==> config.mk <==
export PLATFORM = sky130hd
export DESIGN_NAME = mbind_ctrl
export DESIGN_NICKNAME = d
export VERILOG_FILES = /design/src/common/mbind_pkg.sv /design/src/mbind_ctrl.sv
export VERILOG_INCLUDE_DIRS = /design/src /design/src/common
export SDC_FILE = /design/constraint.sdc
export NUM_CORES = 1
export LEC_CHECK = 0
export ABC_AREA = 1
export BUFFER_PORTS_ARGS = -buffer_cell sky130_fd_sc_hd__clkbuf_2
export CELL_PAD_IN_SITES_DETAIL_PLACEMENT = 1
export CELL_PAD_IN_SITES_GLOBAL_PLACEMENT = 2
export CORE_UTILIZATION = 32
export CTS_CLUSTER_DIAMETER = 120
export DETAILED_ROUTE_END_ITERATION = 12
export GPL_ROUTABILITY_DRIVEN = 1
export GPL_TIMING_DRIVEN = 0
export PLACE_DENSITY = 0.84
export SLEW_MARGIN = 20
export SYNTH_ARGS = -nofsm -noshare
export SYNTH_HDL_FRONTEND = slang
export SYNTH_SLANG_ARGS = --single-unit
==> constraint.sdc <==
create_clock -name mclk -period 3.15 [get_ports mclk]
set_clock_uncertainty 0.15 [all_clocks]
set_input_delay 0.945 -clock mclk [delete_from_list [all_inputs] [get_ports mclk]]
set_output_delay 0.945 -clock mclk [all_outputs]
set_load 0.03 [all_outputs]
==> src/common/mbind_defines.svh <==
// timing counts and display message codes for the meter binding control
`ifndef MBIND_DEFINES_SVH
`define MBIND_DEFINES_SVH
`define MBIND_CLK_HZ 40000000
`define MBIND_ENTER_MS 2000
`define MBIND_NORES_MS 2000
`define MBIND_TIMEOUT_MIN 30
`define MBIND_ENTER_CYC ((`MBIND_CLK_HZ / 1000) * `MBIND_ENTER_MS)
`define MBIND_NORES_CYC ((`MBIND_CLK_HZ / 1000) * `MBIND_NORES_MS)
`define MBIND_TIMEOUT_CYC (64'd60 * `MBIND_TIMEOUT_MIN * `MBIND_CLK_HZ)
`define MBIND_BLINK_CYC 20000000
`define MBIND_NCHAN 4
`define MBIND_MSG_NONE 4'h0
`define MBIND_MSG_NORES 4'h1
`define MBIND_MSG_LIST 4'h2
`define MBIND_MSG_BOUND 4'h3
`define MBIND_MSG_BIND 4'h4
`define MBIND_MSG_CHAN 4'h5
`define MBIND_MSG_DEINST 4'h6
`endif

==> src/common/mbind_pkg.sv <==
// types for the meter binding control
package mbind_pkg;
  typedef enum logic [1:0] {MBIND_PR_NONE, MBIND_PR_SHORT, MBIND_PR_LONG, MBIND_PR_XLONG} mbind_press_t;
  typedef enum logic [1:0] {MBIND_HINT_NONE, MBIND_HINT_ENTER, MBIND_HINT_ESC} mbind_hint_t;
  typedef struct packed {
    logic [31:0] ident;
    logic [15:0] manuf;
    logic [7:0] version;
    logic [7:0] dev_type;
  } mbind_short_id_t;
  typedef struct packed {
    logic valid;
    logic bidir;
    logic bound_elsewhere;
    mbind_short_id_t id;
  } mbind_cand_t;
endpackage

==> src/mbind_ctrl.sv <==
// binding/deinstall control for up to four wireless metering devices
`timescale 1ns/1ps
`include "mbind_defines.svh"
module mbind_ctrl
  import mbind_pkg::*;
#(
  parameter logic [31:0] ENTER_CYC = `MBIND_ENTER_CYC,
  parameter logic [31:0] NORES_CYC = `MBIND_NORES_CYC,
  parameter logic [36:0] TIMEOUT_CYC = 37'(`MBIND_TIMEOUT_CYC),
  parameter logic [31:0] BLINK_CYC = `MBIND_BLINK_CYC
) (
  input wire logic mclk,
  input wire logic arst_n,
  input wire logic clk_en,
  input wire logic bind_button,
  input wire logic display_touch,
  input wire mbind_cand_t cand,
  input wire logic snd_ir,
  input wire logic snd_nr,
  input wire logic tool_install,
  input wire mbind_short_id_t tool_id,
  input wire logic tool_uninstall,
  input wire logic [1:0] tool_chan,
  input wire logic deinst_sel,
  input wire logic [1:0] deinst_chan,
  input wire logic cursor_enable,
  output logic install_mode,
  output logic deinstall_menu,
  output logic [1:0] hint,
  output logic [3:0] message,
  output logic [1:0] msg_chan,
  output logic submeter_indicator,
  output logic [3:0] chan_used,
  output logic [3:0] capture_clear,
  output mbind_short_id_t [3:0] chan_id
);
  typedef enum logic [2:0] {ST_IDLE, ST_LIST, ST_WAIT_IR, ST_WAIT_NR, ST_DONE, ST_DEINST} st_t;

  logic btn_s1_ff, btn_s2_ff, btn_prev_ff;
  logic [31:0] hold_ff;
  logic [31:0] nores_ff;
  logic [36:0] idle_ff;
  logic [31:0] blink_cnt_ff;
  logic blink_ff;
  st_t st_ff;
  logic [1:0] sel_chan_ff;
  logic [3:0] used_ff;
  mbind_short_id_t [3:0] id_ff;
  logic [3:0] clr_ff;
  logic [3:0] msg_ff;
  logic [1:0] hint_ff;
  logic ind_ff;

  function automatic logic [1:0] first_free(input logic [3:0] u);
    logic [1:0] r;
    r = 2'h0;
    for (int i = 3; i >= 0; i--) begin
      if (!u[i]) r = 2'(i);
    end
    return r;
  endfunction

  wire release_ev = btn_prev_ff && !btn_s2_ff;
  wire held_esc = hold_ff >= (ENTER_CYC << 1);
  wire held_enter = hold_ff >= ENTER_CYC;
  wire mbind_press_t press = !release_ev ? MBIND_PR_NONE :
                             held_esc ? MBIND_PR_XLONG :
                             held_enter ? MBIND_PR_LONG : MBIND_PR_SHORT;
  wire any_free = ~&used_ff;
  wire any_used = |used_ff;
  wire [1:0] free_ch = first_free(used_ff);
  wire in_inst = st_ff inside {ST_LIST, ST_WAIT_IR, ST_WAIT_NR, ST_DONE};
  wire activity = btn_s2_ff || display_touch;
  wire timeout = in_inst && idle_ff >= TIMEOUT_CYC - 37'h1;
  // no bind on a cycle that also leaves installation mode
  wire do_bind = !timeout &&
                 ((st_ff == ST_WAIT_NR && snd_nr && press != MBIND_PR_XLONG) ||
                  (st_ff == ST_LIST && press == MBIND_PR_LONG && cand.valid &&
                   !cand.bidir && !cand.bound_elsewhere));
  wire do_tool = tool_install && any_free && !in_inst;
  wire [3:0] set_vec = (do_bind || do_tool) ? (4'h1 << free_ch) : 4'h0;
  wire do_deinst = st_ff == ST_DEINST && deinst_sel && used_ff[deinst_chan];
  wire [3:0] clr_vec = (do_deinst ? (4'h1 << deinst_chan) : 4'h0) |
                       (tool_uninstall ? (4'h1 << tool_chan) : 4'h0);

  always_ff @(posedge mclk or negedge arst_n) begin
    if (!arst_n) begin
      btn_s1_ff <= 1'b0;
      btn_s2_ff <= 1'b0;
      btn_prev_ff <= 1'b0;
      hold_ff <= 32'h0;
    end else if (clk_en) begin
      btn_s1_ff <= bind_button;
      btn_s2_ff <= btn_s1_ff;
      btn_prev_ff <= btn_s2_ff;
      hold_ff <= btn_s2_ff ? (held_esc ? hold_ff : hold_ff + 32'h1) : 32'h0;
    end
  end

  always_ff @(posedge mclk or negedge arst_n) begin
    if (!arst_n) begin
      idle_ff <= 37'h0;
      blink_cnt_ff <= 32'h0;
      blink_ff <= 1'b0;
    end else if (clk_en) begin
      idle_ff <= (activity || !in_inst) ? 37'h0 : idle_ff + 37'h1;
      blink_cnt_ff <= (blink_cnt_ff >= BLINK_CYC - 32'h1) ? 32'h0 : blink_cnt_ff + 32'h1;
      if (blink_cnt_ff >= BLINK_CYC - 32'h1) blink_ff <= !blink_ff;
    end
  end

  always_ff @(posedge mclk or negedge arst_n) begin
    if (!arst_n) begin
      st_ff <= ST_IDLE;
      sel_chan_ff <= 2'h0;
      msg_ff <= `MBIND_MSG_NONE;
      nores_ff <= 32'h0;
    end else if (clk_en) begin
      if (nores_ff != 32'h0) nores_ff <= nores_ff - 32'h1;
      // countdown ends only its own message, never a later one
      if (nores_ff == 32'h1 && msg_ff == `MBIND_MSG_NORES) msg_ff <= `MBIND_MSG_NONE;
      if (timeout) begin
        st_ff <= ST_IDLE;
        msg_ff <= `MBIND_MSG_NONE;
      end else begin
        case (st_ff)
          ST_IDLE: begin
            if (press == MBIND_PR_SHORT && any_free) begin
              st_ff <= ST_LIST;
              msg_ff <= `MBIND_MSG_LIST;
            end else if (press == MBIND_PR_SHORT) begin
              msg_ff <= `MBIND_MSG_NORES;
              nores_ff <= NORES_CYC;
            end else if (press == MBIND_PR_XLONG && any_used) begin
              st_ff <= ST_DEINST;
              msg_ff <= `MBIND_MSG_DEINST;
            end
          end
          ST_LIST: begin
            if (press == MBIND_PR_XLONG) begin
              st_ff <= ST_IDLE;
              msg_ff <= `MBIND_MSG_NONE;
            end else if (press == MBIND_PR_LONG && cand.valid) begin
              if (cand.bound_elsewhere) begin
                st_ff <= ST_DONE;
                msg_ff <= `MBIND_MSG_BOUND;
              end else if (cand.bidir) begin
                st_ff <= ST_WAIT_IR;
                msg_ff <= `MBIND_MSG_BIND;
              end else begin
                st_ff <= ST_DONE;
                sel_chan_ff <= free_ch;
                msg_ff <= `MBIND_MSG_CHAN;
              end
            end
          end
          ST_WAIT_IR, ST_WAIT_NR: begin
            if (press == MBIND_PR_XLONG) begin
              st_ff <= ST_IDLE;
              msg_ff <= `MBIND_MSG_NONE;
            end else if (st_ff == ST_WAIT_IR && snd_ir) begin
              st_ff <= ST_WAIT_NR;
            end else if (st_ff == ST_WAIT_NR && snd_nr) begin
              st_ff <= ST_DONE;
              sel_chan_ff <= free_ch;
              msg_ff <= `MBIND_MSG_CHAN;
            end
          end
          ST_DONE: begin
            if (press == MBIND_PR_SHORT || press == MBIND_PR_XLONG) begin
              st_ff <= ST_IDLE;
              msg_ff <= `MBIND_MSG_NONE;
            end
          end
          ST_DEINST: begin
            if (press == MBIND_PR_XLONG || !any_used) begin
              st_ff <= ST_IDLE;
              msg_ff <= `MBIND_MSG_NONE;
            end
          end
          default: st_ff <= ST_IDLE;
        endcase
      end
    end
  end

  // channel table; tool id loaded on install
  generate
    for (genvar c = 0; c < `MBIND_NCHAN; c++) begin : g_chan
      always_ff @(posedge mclk or negedge arst_n) begin
        if (!arst_n) begin
          used_ff[c] <= 1'b0;
          id_ff[c] <= '0;
          clr_ff[c] <= 1'b0;
        end else if (clk_en) begin
          clr_ff[c] <= clr_vec[c];
          if (clr_vec[c]) begin
            used_ff[c] <= 1'b0;
          end else if (set_vec[c]) begin
            used_ff[c] <= 1'b1;
            id_ff[c] <= do_tool ? tool_id : cand.id;
          end
        end
      end
    end
  endgenerate

  always_ff @(posedge mclk or negedge arst_n) begin
    if (!arst_n) begin
      hint_ff <= MBIND_HINT_NONE;
      ind_ff <= 1'b0;
    end else if (clk_en) begin
      hint_ff <= !btn_s2_ff ? MBIND_HINT_NONE : held_esc ? MBIND_HINT_ESC :
                 held_enter ? MBIND_HINT_ENTER : MBIND_HINT_NONE;
      ind_ff <= cursor_enable && (in_inst ? blink_ff : any_used);
    end
  end

  assign install_mode = in_inst;
  assign deinstall_menu = st_ff == ST_DEINST;
  assign hint = hint_ff;
  assign message = msg_ff;
  assign msg_chan = sel_chan_ff;
  assign submeter_indicator = ind_ff;
  assign chan_used = used_ff;
  assign capture_clear = clr_ff;
  assign chan_id = id_ff;

  property p_nores;
    @(posedge mclk) disable iff (!arst_n)
      (clk_en && st_ff == ST_IDLE && press == MBIND_PR_SHORT && !any_free && !timeout)
      |=> message == `MBIND_MSG_NORES;
  endproperty
  a_nores: assert property (p_nores) else $error("no-resource not shown");

  property p_max4;
    @(posedge mclk) disable iff (!arst_n) (&used_ff) |-> set_vec == 4'h0;
  endproperty
  a_max4: assert property (p_max4) else $error("bind with all channels full");

  property p_short;
    @(posedge mclk) disable iff (!arst_n)
      (clk_en && st_ff == ST_IDLE && press == MBIND_PR_SHORT && any_free) |=> install_mode;
  endproperty
  a_short: assert property (p_short) else $error("short press did not start");

  property p_xlong;
    @(posedge mclk) disable iff (!arst_n)
      (clk_en && in_inst && press == MBIND_PR_XLONG) |=> !install_mode;
  endproperty
  a_xlong: assert property (p_xlong) else $error("extra-long did not exit");

  property p_done;
    @(posedge mclk) disable iff (!arst_n)
      (clk_en && st_ff == ST_DONE && press == MBIND_PR_SHORT) |=> !install_mode;
  endproperty
  a_done: assert property (p_done) else $error("short press did not exit");

  property p_bound;
    @(posedge mclk) disable iff (!arst_n)
      (clk_en && st_ff == ST_LIST && press == MBIND_PR_LONG && cand.valid && cand.bound_elsewhere
       && !timeout) |=> message == `MBIND_MSG_BOUND && $stable(used_ff);
  endproperty
  a_bound: assert property (p_bound) else $error("bound-elsewhere device bound");

  property p_ign;
    @(posedge mclk) disable iff (!arst_n)
      (clk_en && st_ff == ST_IDLE && !any_used && press == MBIND_PR_XLONG) |=> !deinstall_menu;
  endproperty
  a_ign: assert property (p_ign) else $error("deinstall not ignored");

  property p_hide;
    @(posedge mclk) disable iff (!arst_n) !cursor_enable[*2] |-> !submeter_indicator;
  endproperty
  a_hide: assert property (p_hide) else $error("indicator shown while disabled");

  property p_clr;
    @(posedge mclk) disable iff (!arst_n)
      (clk_en && tool_uninstall) |=> capture_clear[$past(tool_chan)] && !chan_used[$past(tool_chan)];
  endproperty
  a_clr: assert property (p_clr) else $error("uninstall did not clear");

  property p_tmo;
    @(posedge mclk) disable iff (!arst_n) (clk_en && timeout) |=> !install_mode;
  endproperty
  a_tmo: assert property (p_tmo) else $error("timeout did not exit");

  property p_lit;
    @(posedge mclk) disable iff (!arst_n)
      (clk_en && cursor_enable && !in_inst && any_used) |=> submeter_indicator;
  endproperty
  a_lit: assert property (p_lit) else $error("indicator dark with device installed");

  c_bind: cover property (@(posedge mclk) disable iff (!arst_n) st_ff == ST_WAIT_NR && snd_nr);
  c_full: cover property (@(posedge mclk) disable iff (!arst_n) &used_ff);
  c_deinst: cover property (@(posedge mclk) disable iff (!arst_n) do_deinst);
endmodule

# Word level (Yosys, flattened, before mapping)
# Cells that the tools add are included.
# word_totals
reg_bits,413
input_bits,146
out_inout_bits,275
wordCells,207
# classes
addsub,4
order_cmp,5
eq_ne,25
shifts,3
n_mux,71
bitwise,6
reduce_logical,56
# op_table
cell,n
2-to-1 mux 32 bit,8
adder 32 x 1 -> 32 bit (second input constant),2
2-to-1 mux 64 bit,1
2-to-1 mux 4 bit,15
2-to-1 mux 3 bit,14
adder 37 x 1 -> 37 bit (second input constant),1
>= comparator 37 bit (second input constant),1
2-to-1 mux 37 bit,1
equality test 32 x 1 -> 1 bit (second input constant),1
>= comparator 32 x 25 -> 1 bit (second input constant),1
>= comparator 32 x 27 -> 1 bit (second input constant),1
>= comparator 32 x 28 -> 1 bit (second input constant),1
2-to-1 mux 2 bit,16
nonzero test 32 bit,1
subtractor 32 x 1 -> 32 bit (second input constant),1
one-hot mux 4 bit (5 select lines),1
logical AND 1 bit,19
!= test 2 bit (second input constant),8
one-hot mux 3 bit (5 select lines),1
2-to-1 mux 1 bit,12
AND reduction 2 bit,6
AND reduction 3 bit,4
<< shifter 1 x 2 -> 4 bit (first input constant),3
AND reduction 10 bit,1
26 further kinds,50

# Longest topological paths before layout
# depth
depth_word,15
depth_mapped,17
depth_no_buf,15

# Worst setup path after synthesis
# OpenSTA, ideal clock, no wires.
# synth_timing
kind,input port to flip-flop
start,input deinst_chan[0]
end,register id_ff (netlist bit chan_id[100])
setup_ns,0.066
t_arrival_ns,2.391
required_ns,2.934
path_slack_ns,0.543
cell_stages,11
n_path_buf,2
cell_sequence,inv_1 nor2_1 inv_1 o22ai_1 o211ai_1 o21ai_1 nor2_1 buf_2 buf_1 nand4_1 nand2_1
# synth_via
elab_chain_len,7
elab_cells_between_ends,8
cone_classes,1 x shift; 3 x mux; 2 x bitwise; 2 x reduce/logical
# synth_lines
element,line,text
"start, declared",mbind_ctrl.sv:25,"input wire logic [1:0] deinst_chan,"
binary-select mux 1 bit (select 2 bit),mbind_ctrl.sv:82,wire do_deinst = st_ff == ST_DEINST && deinst_sel && used_ff[deinst_chan];
2-to-1 mux 1 bit (implied by the code),mbind_ctrl.sv:82,
logical AND 1 bit,mbind_ctrl.sv:82,
2-to-1 mux 4 bit *,mbind_ctrl.sv:83,wire [3:0] clr_vec = (do_deinst ? (4'h1 << deinst_chan) : 4'h0) |
bitwise OR 4 bit *,mbind_ctrl.sv:83,
NOT 1 bit (no line) *,-,
AND reduction 3 bit (no line) *,-,
"end signal, assigned by index",mbind_ctrl.sv:201,id_ff[c] <= do_tool ? tool_id : cand.id;
"end, declared",mbind_ctrl.sv:48,mbind_short_id_t [3:0] id_ff;
# Mark *: on every way between the ends. The rest lies on a longest branch, timed or not. The select of a mux whose other input is x is not followed.
# A chain may end at the register's enable or synchronous reset.

# Final worst setup path
# layout_timing
start,register used_ff[1] (netlist: chan_used[1])
end,register id_ff (netlist bit chan_id[185])
# layout_via
elab_chain_len,7
elab_cells_between_ends,17
cone_classes,1 x shift; 7 x mux; 2 x bitwise; 7 x reduce/logical
# layout_lines
element,line,text
"start, declared",mbind_ctrl.sv:47,logic [3:0] used_ff;
"start signal, assigned by index",mbind_ctrl.sv:192,used_ff[c] <= 1'b0;
"start signal, assigned by index",mbind_ctrl.sv:198,used_ff[c] <= 1'b0;
"start signal, assigned by index",mbind_ctrl.sv:200,used_ff[c] <= 1'b1;
binary-select mux 1 bit (select 2 bit) / AND reduction 4 bit (equally long branches),"mbind_ctrl.sv:82, mbind_ctrl.sv:69",
2-to-1 mux 1 bit (implied by the code) / logical NOT 1 bit (equally long branches),"mbind_ctrl.sv:82, mbind_ctrl.sv:69",
logical AND 1 bit (on tied branches),"mbind_ctrl.sv:82, mbind_ctrl.sv:80",
2-to-1 mux 4 bit / logical AND 1 bit (equally long branches),"mbind_ctrl.sv:83, mbind_ctrl.sv:80",
bitwise OR 4 bit / logical OR 1 bit (equally long branches),"mbind_ctrl.sv:83, mbind_ctrl.sv:81",
NOT 1 bit (no line) / 2-to-1 mux 4 bit (equally long branches),-,
AND reduction 3 bit (no line),-,
# Several ways; a longest one is shown, not always the timed one. The select of a mux whose other input is x is not followed.

==> results.yml <==
finish:
  final_common_cell: "nand2_1"
  final_util_pct: 40.5
  drive_above_1_share_pct: 24.2
  final_nets: 3193
  final_cell_mix: "nand2_1, clkbuf_2, dfrtp_1"
  syn2layout_area_growth_pct: 24.6
  stdcell_count: 3933
floorplan:
  die-width_microns: 258
  io_pins: 421
  start_util_pct: 32.5
  floorplan.rows: 93
  coreArea_sq_mm: 0.0647
  die_h_microns: 258
  die_area_sq_mm: 0.0668
critical_path:
  cp.arrival_ns: 3.36
  crit_chain: "nand2_1, nor2_2, inv_1, nand3_1, buf_4, clkbuf_4, mux2_2, nand4_1, nand2_1"
  cp_data_required_time_ns: 3.47
  cpPeakStageDelay_ns: 0.49
  crit_type: "reg2reg"
  cpMostUsedCell: "nand2_1"
  crit_slowest_cell: "mux2_2"
  ff2ff_setup_slack_ns: 0.11
  r2r_cells: 9
  endpoint_kind: "flop"
  start_kind: "flop"
  crit_fanout: 10
  r2r-start: "chan_used[1]"
  worst_r2r_endpoint: "chan_id[185]"
logic_synthesis:
  yosys.area_share.simple_pct: 32.4
  syn_area_per_cell_sq_um: 8.22
  synth_compound_area_share_pct: 4.99
  synth-edff-count: 0
  async_reset_ff_share_pct: 100
  yosys_warnings: 0
  synth_top_flop_cell: "dfrtp_1"
  ys_seq_elements: 413
  synthMuxAreaShare_pct: 3.43
  synth_fa_ha_area_share_pct: 0.416
  synth_xor_area_share_pct: 1.42
  synthesis.nets: 2711
  syn_inst: 2558
  synth_cell_types: 54
  seq_area_frac_synth_pct: 49.1
  synth_top_family_by_area: "simple AND/OR/NAND/NOR gates"
  synth_area_sq_mm: 0.0210
placement:
  place_congestion: 0.867
  post-place-cells: 3838
  port_buffers: 420
  dp_hpwl_microns: 62600
global_route:
  busiest_layer: "met2"
  use_met1_pct: 32.6
  grt_pass1_vias: 21219
  grt_usage_pct: 24.2
  use_met2_pct: 40.0
  antenna_found_initial: 2
  grt_pass1_wl_microns: 127000
  grt_max_degree: 86
  gr-usage-met3_pct: 2.90
  grt-ovfl-total: 0
pwr:
  power.leakage_nw: 13.3
  peakVddDrop_v: 0.000677
  cellPowerDensity_mw_per_mm2: 1080
sta:
  finalCriticalPeriod_ns: 3.04
  finalCritPeriodShare_pct: 96.4
  max_freq_mhz: 329
  slew_violations: 0
  slew_headroom_pct: 31.8
  setup_viol: 0
  worst_pin_slew_ns: 1.01
  setup_tns_ns: 0
  rsz0062_at_grt: "yes"
  hold_viol: 0
worst_hold_path:
  hold_path.class: "in2async"
detailed_routing:
  vias: 20361
  drt-pass1-iter-count: 5
  drt-initial-drc-count: 1316
  viasPerCell: 5.18
  finalWirelength_microns: 81900
  ant_nets: 0
  wl_per_cell_microns: 20.8
  drc: 0
clocking:
  cts_buffers: 50
  cts.sinks: 413
  cts_max_level: 2
  tritoncts: "built"
  path_clk_slew_ns: 0.06
  clock_path_buffers: 3
  insertion_delay_ns: 0.60
  cts-root-buf: "clkbuf_16"
status:
  outcome: "finished clean"
flow_run:
  maxCapViolCount: 0
[cells by family after synthesis]
kind of cell,count (synthesis)
XOR/XNOR,34
AND/OR/NAND/NOR,1511
buffers and inverters,345
multiplexers,64
flip-flops,413
adder cells (fa/ha/maj),7
AO/OA/AOI/OAI,184
[power by group]
| group | internal, mW | leakage (nW) | switching, mW |
|---|---|---|---|
| sequential | 7.16 | 5.35 | 1.27 |
| clock | 3.81 | 0.867 | 2.48 |
| combinational | 3.73 | 7.11 | 9.79 |
| total | 14.7 | 13.3 | 13.5 |
[through the flow]
step | worst slack, ns | hold slack [ns] | total power, mW | instance area (sq um)
global placement | -8.69 | 0.305 | 21.5 | 24200
CTS | 0.0132 | 0.122 | 28.3 | 26100
floorplan | 0.543 | 0.292 | 16.9 | 21000
global route | -0.00424 | 0.136 | 29.7 | 26200
finish | 0.114 | 0.124 | 28.2 | 26200
detailed placement | -0.548 | 0.308 | 21.9 | 24400
[critical path: cells and delay by family, from the launching register on]
kind                   cells  cell delay, ns
and+or+nand+nor            5            0.84
buffers and inverters      3            0.94
DFF                        1            0.45
muxes                      1            0.49
[layout make-up]
class / count / area [sq um]
antenna: 1 / 2.50
buffer: 140 / 972
clock buffer: 70 / 1460
clock inverter: 19 / 310
fill: 7892 / 38500
inverter: 205 / 769
multi-input combinational: 1801 / 9000
sequential: 413 / 10300
tap: 855 / 1070
timing repair buffer: 429 / 2280
[how the worst max path moves through the flow]
stage                   startpoint           end  slack, ns  depth (start not counted)
finish                chan_used[1]  chan_id[185]       0.11                          9
global route              st_ff[0]  install_mode     -0.004                          5
CTS                       st_ff[0]  install_mode       0.01                          6
detailed placement          clk_en   chan_id[93]      -0.55                          8
global placement            arst_n   chan_id[40]      -8.69                          1
floorplan           deinst_chan[0]  chan_id[100]       0.54                         11
[synth_stat cells (3+ instances only)]
cell	n	share of area, %
nand3b_1	4	0.14
clkinv_1	5	0.089
buf_4	20	0.71
o21a_1	6	0.21
nand4_1	289	8.6
buf_2	58	1.4
mux2_2	64	3.4
buf_1	10	0.18
or2_2	5	0.15
clkbuf_4	5	0.18
nand3_1	84	2.0
nand2_2	3	0.089
o31ai_1	7	0.25
xor2_1	26	1.1
clkbuf_1	24	0.43
o21ai_0	65	1.5
nand3_2	7	0.33
a31oi_1	6	0.18
buf_8	21	1.5
nor3_2	3	0.14
a211oi_1	4	0.14
nand2_1	779	14
nor2_1	242	4.3
dfrtp_1	413	49
a21oi_1	61	1.5
inv_1	183	3.3
nor3_1	55	1.3
o311ai_0	3	0.12
inv_2	17	0.30
nor4_1	18	0.54
ha_1	7	0.42
o211ai_1	4	0.14
o21ai_1	10	0.24
nor2_2	11	0.33
nor2_4	3	0.16
xnor2_1	8	0.33
o22ai_1	6	0.18
[flip-flops by register name (all words and copies together) (netlist names)]
register,flops
chan_id,256
blink_cnt_ff,32
hint,2
chan_used,4
submeter_indicator,1
blink_ff,1
btn_prev_ff,1
hold_ff,32
nores_ff,32
idle_ff,37
capture_clear,4
btn_s1_ff,1
btn_s2_ff,1
message,4
st_ff,3
msg_chan,2
[per-layer routing]
layer | part of all wire (%) | vias to the layer above
met2 | 47 | 492
met4 | 3.7 | 0
li1 | - | 9511
met3 | 4.2 | 146
met5 | 0 | -
met1 | 45 | 10212
[timing repair]
action / 4_1_cts / 5_1_grt
pin swaps: 0 / 1
gates resized for setup: 4 / 15
endpoints found under the setup margin: 242 / 178
buffers inserted: 0 / 4
cloned: 0 / 1
hold buffers: 0 / 0
Power figures use the tool's default switching activity.
